--- src/event_flags_defs.vh ---
// constants for the event flag status block
`ifndef EVENT_FLAGS_DEFS_VH
`define EVENT_FLAGS_DEFS_VH
`define EVF_REG_WIDTH        32
`define EVF_RESET_VAL        32'h0000_0000
`define EVF_IMPL_MASK        32'h0005_ffd7
`define EVF_BIT_PHASE_ORDER  18
`define EVF_BIT_INIT_DONE    16
`define EVF_BIT_CUR_XING_LO  13
`define EVF_BIT_MERGED_XING  12
`define EVF_BIT_VOLT_XING_LO 9
`define EVF_BIT_TIMEOUT_LO   6
`define EVF_BIT_FUND_REACT   4
`define EVF_BIT_APPARENT     2
`define EVF_BIT_REACTIVE     1
`define EVF_BIT_ACTIVE       0
`define EVF_IDLE_RESET       12'h000
`endif

--- src/sticky_bit.v ---
// one sticky event flag with write-one-to-clear
`timescale 1ns/10ps
module sticky_bit
(
  // clock and reset
  input  wire clk_i,
  input  wire nrst_i,
  // event and clear
  input  wire set_i,
  input  wire clr_i,
  // flag
  output reg  flag_o
);
  wire nxt_flag;

  // set wins over a clear in the same cycle
  assign nxt_flag = set_i | (flag_o & ~clr_i);

  always @(posedge clk_i or negedge nrst_i)
  begin
    if (!nrst_i)
      flag_o <= 1'b0;
    else
      flag_o <= nxt_flag;
  end
endmodule

--- src/event_flag_status_low.v ---
// lower half of the metering event status flag register
// Contract
// - phase order fault sets bit 18
// - init complete after reset sets bit 16
// - init complete after low power exit
// - per phase current crossings bits 15..13
// - merged voltage crossing sets bit 12
// - per phase voltage crossings bits 11..9
// - per phase crossing timeouts bits 8..6
// - fundamental reactive idle change bit 4
// - apparent idle change sets bit 2
// - reactive idle change sets bit 1
// - active idle change sets bit 0
// - per phase idle indicator records phases
`timescale 1ns/10ps
`include "event_flags_defs.vh"
module event_flag_status_low
(
  // clock and reset
  input  wire        clk_i,
  input  wire        nrst_i,
  // register access
  input  wire        wr_en_i,
  input  wire [31:0] wr_data_i,
  output reg  [31:0] status_ff_o,
  output reg  [11:0] per_phase_idle_indicator_o,
  // event detector pulses
  input  wire        phase_order_fault_i,
  input  wire        power_up_done_i,
  input  wire        mode_wake_done_i,
  input  wire [2:0]  current_crossing_i,
  input  wire        merged_voltage_crossing_i,
  input  wire [2:0]  voltage_crossing_i,
  input  wire [2:0]  crossing_timeout_i,
  // idle levels per phase: [2:0] active, [5:3] reactive,
  // [8:6] apparent, [11:9] fundamental reactive
  input  wire [11:0] phase_idle_i
);
  reg  [11:0] idle_prev_ff;
  reg         idle_valid_ff;
  wire [11:0] idle_change;
  wire [31:0] set_vec;
  wire [31:0] clr_vec;
  wire [31:0] flags;
  reg  [11:0] nxt_indicator;

  // first sample after reset gives no edge, avoiding a spurious event
  always @(posedge clk_i or negedge nrst_i)
  begin
    if (!nrst_i)
    begin
      idle_prev_ff  <= `EVF_IDLE_RESET;
      idle_valid_ff <= 1'b0;
    end
    else
    begin
      idle_prev_ff  <= phase_idle_i;
      idle_valid_ff <= 1'b1;
    end
  end

  assign idle_change = (phase_idle_i ^ idle_prev_ff) & {12{idle_valid_ff}};

  assign set_vec[31:19] = 13'h0000;
  assign set_vec[`EVF_BIT_PHASE_ORDER] = phase_order_fault_i;
  assign set_vec[17] = 1'b0;
  assign set_vec[`EVF_BIT_INIT_DONE] =
    power_up_done_i | mode_wake_done_i;
  assign set_vec[15:13] = current_crossing_i;
  assign set_vec[`EVF_BIT_MERGED_XING] = merged_voltage_crossing_i;
  assign set_vec[11:9] = voltage_crossing_i;
  assign set_vec[8:6] = crossing_timeout_i;
  assign set_vec[5] = 1'b0;
  assign set_vec[`EVF_BIT_FUND_REACT] = |idle_change[11:9];
  assign set_vec[3] = 1'b0;
  assign set_vec[`EVF_BIT_APPARENT] = |idle_change[8:6];
  assign set_vec[`EVF_BIT_REACTIVE] = |idle_change[5:3];
  assign set_vec[`EVF_BIT_ACTIVE] = |idle_change[2:0];

  // only a written one clears; zeros leave flags alone
  assign clr_vec = {32{wr_en_i}} & wr_data_i;

  // one sticky cell per implemented position; reserved ones tie low
  sticky_bit phase_order_fault_flag_u
  (
    .clk_i  (clk_i),
    .nrst_i (nrst_i),
    .set_i  (set_vec[`EVF_BIT_PHASE_ORDER]),
    .clr_i  (clr_vec[`EVF_BIT_PHASE_ORDER]),
    .flag_o (flags[`EVF_BIT_PHASE_ORDER])
  );
  sticky_bit init_complete_flag_u
  (
    .clk_i  (clk_i),
    .nrst_i (nrst_i),
    .set_i  (set_vec[`EVF_BIT_INIT_DONE]),
    .clr_i  (clr_vec[`EVF_BIT_INIT_DONE]),
    .flag_o (flags[`EVF_BIT_INIT_DONE])
  );
  sticky_bit phase_c_current_crossing_flag_u
  (
    .clk_i  (clk_i),
    .nrst_i (nrst_i),
    .set_i  (set_vec[`EVF_BIT_CUR_XING_LO+2]),
    .clr_i  (clr_vec[`EVF_BIT_CUR_XING_LO+2]),
    .flag_o (flags[`EVF_BIT_CUR_XING_LO+2])
  );
  sticky_bit phase_b_current_crossing_flag_u
  (
    .clk_i  (clk_i),
    .nrst_i (nrst_i),
    .set_i  (set_vec[`EVF_BIT_CUR_XING_LO+1]),
    .clr_i  (clr_vec[`EVF_BIT_CUR_XING_LO+1]),
    .flag_o (flags[`EVF_BIT_CUR_XING_LO+1])
  );
  sticky_bit phase_a_current_crossing_flag_u
  (
    .clk_i  (clk_i),
    .nrst_i (nrst_i),
    .set_i  (set_vec[`EVF_BIT_CUR_XING_LO]),
    .clr_i  (clr_vec[`EVF_BIT_CUR_XING_LO]),
    .flag_o (flags[`EVF_BIT_CUR_XING_LO])
  );
  sticky_bit merged_voltage_crossing_flag_u
  (
    .clk_i  (clk_i),
    .nrst_i (nrst_i),
    .set_i  (set_vec[`EVF_BIT_MERGED_XING]),
    .clr_i  (clr_vec[`EVF_BIT_MERGED_XING]),
    .flag_o (flags[`EVF_BIT_MERGED_XING])
  );
  sticky_bit phase_c_voltage_crossing_flag_u
  (
    .clk_i  (clk_i),
    .nrst_i (nrst_i),
    .set_i  (set_vec[`EVF_BIT_VOLT_XING_LO+2]),
    .clr_i  (clr_vec[`EVF_BIT_VOLT_XING_LO+2]),
    .flag_o (flags[`EVF_BIT_VOLT_XING_LO+2])
  );
  sticky_bit phase_b_voltage_crossing_flag_u
  (
    .clk_i  (clk_i),
    .nrst_i (nrst_i),
    .set_i  (set_vec[`EVF_BIT_VOLT_XING_LO+1]),
    .clr_i  (clr_vec[`EVF_BIT_VOLT_XING_LO+1]),
    .flag_o (flags[`EVF_BIT_VOLT_XING_LO+1])
  );
  sticky_bit phase_a_voltage_crossing_flag_u
  (
    .clk_i  (clk_i),
    .nrst_i (nrst_i),
    .set_i  (set_vec[`EVF_BIT_VOLT_XING_LO]),
    .clr_i  (clr_vec[`EVF_BIT_VOLT_XING_LO]),
    .flag_o (flags[`EVF_BIT_VOLT_XING_LO])
  );
  sticky_bit phase_c_crossing_timeout_flag_u
  (
    .clk_i  (clk_i),
    .nrst_i (nrst_i),
    .set_i  (set_vec[`EVF_BIT_TIMEOUT_LO+2]),
    .clr_i  (clr_vec[`EVF_BIT_TIMEOUT_LO+2]),
    .flag_o (flags[`EVF_BIT_TIMEOUT_LO+2])
  );
  sticky_bit phase_b_crossing_timeout_flag_u
  (
    .clk_i  (clk_i),
    .nrst_i (nrst_i),
    .set_i  (set_vec[`EVF_BIT_TIMEOUT_LO+1]),
    .clr_i  (clr_vec[`EVF_BIT_TIMEOUT_LO+1]),
    .flag_o (flags[`EVF_BIT_TIMEOUT_LO+1])
  );
  sticky_bit phase_a_crossing_timeout_flag_u
  (
    .clk_i  (clk_i),
    .nrst_i (nrst_i),
    .set_i  (set_vec[`EVF_BIT_TIMEOUT_LO]),
    .clr_i  (clr_vec[`EVF_BIT_TIMEOUT_LO]),
    .flag_o (flags[`EVF_BIT_TIMEOUT_LO])
  );
  sticky_bit fund_reactive_idle_change_flag_u
  (
    .clk_i  (clk_i),
    .nrst_i (nrst_i),
    .set_i  (set_vec[`EVF_BIT_FUND_REACT]),
    .clr_i  (clr_vec[`EVF_BIT_FUND_REACT]),
    .flag_o (flags[`EVF_BIT_FUND_REACT])
  );
  sticky_bit apparent_idle_change_flag_u
  (
    .clk_i  (clk_i),
    .nrst_i (nrst_i),
    .set_i  (set_vec[`EVF_BIT_APPARENT]),
    .clr_i  (clr_vec[`EVF_BIT_APPARENT]),
    .flag_o (flags[`EVF_BIT_APPARENT])
  );
  sticky_bit reactive_idle_change_flag_u
  (
    .clk_i  (clk_i),
    .nrst_i (nrst_i),
    .set_i  (set_vec[`EVF_BIT_REACTIVE]),
    .clr_i  (clr_vec[`EVF_BIT_REACTIVE]),
    .flag_o (flags[`EVF_BIT_REACTIVE])
  );
  sticky_bit active_idle_change_flag_u
  (
    .clk_i  (clk_i),
    .nrst_i (nrst_i),
    .set_i  (set_vec[`EVF_BIT_ACTIVE]),
    .clr_i  (clr_vec[`EVF_BIT_ACTIVE]),
    .flag_o (flags[`EVF_BIT_ACTIVE])
  );

  assign flags[31:19] = 13'h0;
  assign flags[17]    = 1'b0;
  assign flags[5]     = 1'b0;
  assign flags[3]     = 1'b0;

  // phases that changed are accumulated while the summary flag stands;
  // clearing a summary flag clears its phase bits unless a change arrives
  always @*
  begin
    nxt_indicator = per_phase_idle_indicator_o;
    if (clr_vec[`EVF_BIT_ACTIVE])
      nxt_indicator[2:0] = 3'h0;
    if (clr_vec[`EVF_BIT_REACTIVE])
      nxt_indicator[5:3] = 3'h0;
    if (clr_vec[`EVF_BIT_APPARENT])
      nxt_indicator[8:6] = 3'h0;
    if (clr_vec[`EVF_BIT_FUND_REACT])
      nxt_indicator[11:9] = 3'h0;
    nxt_indicator = nxt_indicator | idle_change;
  end

  always @(posedge clk_i or negedge nrst_i)
  begin
    if (!nrst_i)
    begin
      status_ff_o                <= `EVF_RESET_VAL;
      per_phase_idle_indicator_o <= `EVF_IDLE_RESET;
    end
    else
    begin
      // mirror lags the flags by one cycle so the output is a flop
      status_ff_o                <= flags & `EVF_IMPL_MASK;
      per_phase_idle_indicator_o <= nxt_indicator;
    end
  end
endmodule

--- config.mk ---
export PLATFORM = sky130hd
export DESIGN_NAME = event_flag_status_low
export DESIGN_NICKNAME = d
export VERILOG_FILES = /design/src/sticky_bit.v /design/src/event_flag_status_low.v
export VERILOG_INCLUDE_DIRS = /design/src
export SDC_FILE = /design/constraint.sdc
export NUM_CORES = 1
export LEC_CHECK = 0
export BUFFER_PORTS_ARGS = -buffer_cell sky130_fd_sc_hd__buf_2
export CORE_MARGIN = 4
export CORE_UTILIZATION = 44
export DETAILED_ROUTE_END_ITERATION = 8
export PLACE_DENSITY = 0.82
export SYNTH_ARGS = -nofsm -noshare
export SYNTH_HDL_FRONTEND = slang
export SYNTH_SLANG_ARGS = --single-unit
--- constraint.sdc ---
create_clock -name clk_i -period 1.5 [get_ports clk_i]
set_clock_uncertainty 0.2 [all_clocks]
set_input_delay 0.3 -clock clk_i [delete_from_list [all_inputs] [get_ports clk_i]]
set_output_delay 0.3 -clock clk_i [all_outputs]
set_load 0.02 [all_outputs]
==> impl_metrics.ini <==
[floorplan]
die_area_mm2 = 0.005744
row_count = 24
start_util_pct = 45.80
ios = 104
die_y_um = 75.79
core_mm2 = 0.004414
dieWidth_um = 75.79

[cells_and_area]
final_common_cell = buf_2
multiInputGateArea_um2 = 493.0
n_antenna_cell = 0
syn2layout_area_growth_pct = 39.60
regMostFlops = status_ff_o
final_cell_mix = 71 x buf_2, 57 x dfrtp_1, 32 x nand2_1
final_layout_size_suffix_gt1_share_pct = 34.23
largest_reg_flops = 16
regArea_mm2 = 0.001426
largestRegisters = status_ff_o: 16 flops, idle_prev_ff: 12 flops, per_phase_idle_indicator_o: 12 flops
fillerInstances = 335
nets = 316

[sta]
finalCritPeriodShare_pct = 93.19
fmax_mhz = 715.4
finalSetupViolCount = 0
tightestPinTransition_ns = 0.5025
finalSetupTns_ns = 0
slew_violations = 0
final.min_clock_period_ns = 1.398
max-slew-margin-rel_pct = 66.50
rsz0062_at_grt = false
timing.final.hold_violations = 0

[power_and_ir_drop]
power.internal_mw = 2.724
power_frac_comb_pct = 14.1
switchingPower_uw = 897.8
p_leak_nw = 1.375
switching_share_pct = 24.79
power_density_mw_per_mm2 = 1283
vdd_ir_drop_max_v = 0.0006675
fin_total_pwr_mw = 3.622
seqPwrFrac_pct = 47.7
p_clk_share_pct = 38.2

[route]
ant_nets = 0
vias = 1411
met1_length_um = 1483
wl_met3_um = 256
maxUsedRoutingLayer = met4
wirelength_um = 4006
met2_length_um = 2175
drtIter0Drc = 42
post_drt_wl_per_cell_um = 12.84
drc = 0
drt-pass1-iter-count = 3
via_per_inst = 4.522

[critical_path]
startpoint_type = input port
worst_ep_required_time_ns = 1.50
worst_ep_arrival_time_ns = 1.40
crit_chain = dlygate4sd3_1 -> buf_2 -> xor2_1 -> o21ai_0 -> nand3_1
cp_slowest_stage_delay_ns = 0.56
cp-end-kind = flop
critPathMaxFanout = 2
worst_path_max_delay_cell = dlygate4sd3_1
critPathKind = in -> reg

[clock_tree]
clock_sinks = 57
cts_setup_buffers = 0
cts_root_buffer = clkbuf_8
cts_max_path_buffers = 2
numCtsBuffers = 9
cts_tree = built
cts-resized-gates = 0
clk_pin_slew_ns = 0.06
insertion_delay_ns = 0.31
cts.htree.levels = 3

[logic_synthesis]
synth.top_cell.area_share_pct = 70.54
synthTopCellsByArea = dfrtp_1 71%, buf_4 5.9%, nand2_1 5.9%, xor2_1 5.2%, a21o_1 4.1%
synth-seq-cells = 57
syn_avg_cell_area_um2 = 13.39
yosys.cell_types.count = 13
synth_seq_area_share_pct = 70.54
netlist_area_mm2 = 0.002022
syn_inst = 151
synth_area_leader_cell = dfrtp_1
yosysWarnings = 0

[status]
outcome = completed

[global_route]
antenna_found_initial = 0
grt_overflow = 0
grt_pass1_vias = 1393
grt_pass1_wl_um = 6168
grt_max_degree = 58
grt_usage_pct = 14.85

[hold_path]
hp-class = in -> reg

[place]
hpwl_um = 2716
gp_congestion = 0.7349
port_buffers = 71

[run]
max-cap-violations = 0
power groups by stage:
stage | logic, mW | clock network [mW] | registers [mW]
6_report | 0.509 | 1.39 | 1.73
5_1_grt | 0.562 | 1.50 | 1.74
4_1_cts | 0.516 | 1.42 | 1.73
3_5_place_dp | 0.463 | 0 | 1.76
3_3_place_gp | 0.450 | 0 | 1.75
2_1_floorplan | 0.195 | 0 | 1.85
critical path, delay by kind of cell:
| family | cells | cell delay (ns) |
|---|---|---|
| AOI/OAI and AO/OA | 1 | 0.16 |
| xor gates and xnor gates | 1 | 0.14 |
| buffers and inverters | 2 | 0.70 |
| and+or+nand+nor | 1 | 0.09 |
kinds of logic (layout without fill, tap and decap cells):
| group | Yosys count | in the layout | share of synthesized area (%) |
|---|---|---|---|
| buffers and inverters | 20 | 114 | 7.859 |
| other | 2 | 17 | 0.3714 |
| DFF | 57 | 57 | 70.54 |
| and+or+nand+nor | 36 | 36 | 6.931 |
| xor gates and xnor gates | 12 | 12 | 5.198 |
| AOI/OAI and AO/OA | 24 | 24 | 9.097 |
metal layers:
metal	track usage, %	up-vias
met2	24.71	50
met1	16.94	680
met3	4.617	11
li1	-	670
met5	0	-
met4	8.155	0
through the flow:
step | area, µm² | cells | util, % | hold WS (ns) | worst slack [ns]
2_1_floorplan | 2078 | 166 | - | -0.1956 | 0.3667
3_3_place_gp | 2367 | 271 | 53.63 | 0.1184 | 0.1604
3_5_place_dp | 2367 | 271 | 53.63 | 0.1222 | 0.1449
4_1_cts | 2823 | 312 | 63.95 | 0.05051 | 0.1161
5_1_grt | 2823 | 312 | 63.95 | 0.04709 | 0.07651
6_report | 2823 | 312 | 63.95 | 0.06169 | 0.1022
cell usage after synthesis:
master and n:
dfrtp_1 57, nand2_1 32, buf_4 16, xor2_1 12, a21o_1 11, a22o_1 6, nand3_1 4, o21ai_0 4
buf_6 3, a22o_2 2, conb_1 2, a211o_1 1, buf_2 1
worst paths after layout:
kind | to | slack (ns) | depth (start not counted) | start
worst max register to register | fund_reactive_idle_change_flag_u.flag_o | 0.29 | 2 | idle_valid_ff
worst max-delay path | fund_reactive_idle_change_flag_u.flag_o | 0.10 | 5 | phase_idle_i[9]
worst min register to register | status_ff_o[0] | 0.17 | 0 | active_idle_change_flag_u.flag_o
worst min-delay path | phase_c_crossing_timeout_flag_u.flag_o | 0.06 | 3 | wr_data_i[8]
max in group asynchronous | idle_prev_ff[6] | 0.55 | 3 | nrst_i
min in group asynchronous | idle_prev_ff[10] | 0.31 | 3 | nrst_i
final cells by class:
| cell class | count | area share (%) |
|---|---|---|
| Clock inverter | 3 | 1.418 |
| Timing Repair Buffer | 99 | 22.78 |
| Tap cell | 52 | 2.305 |
| Multi-Input combinational cell | 89 | 17.46 |
| Sequential cell | 57 | 50.53 |
| Clock buffer | 12 | 5.496 |
repair_timing:
action | CTS | global route
endpoints found under the setup margin | 0 | 0
hold buffers | 26 | 0
endpoints found under the hold margin | 81 | 0
Note: power is estimated with default switching activity, not from simulation.
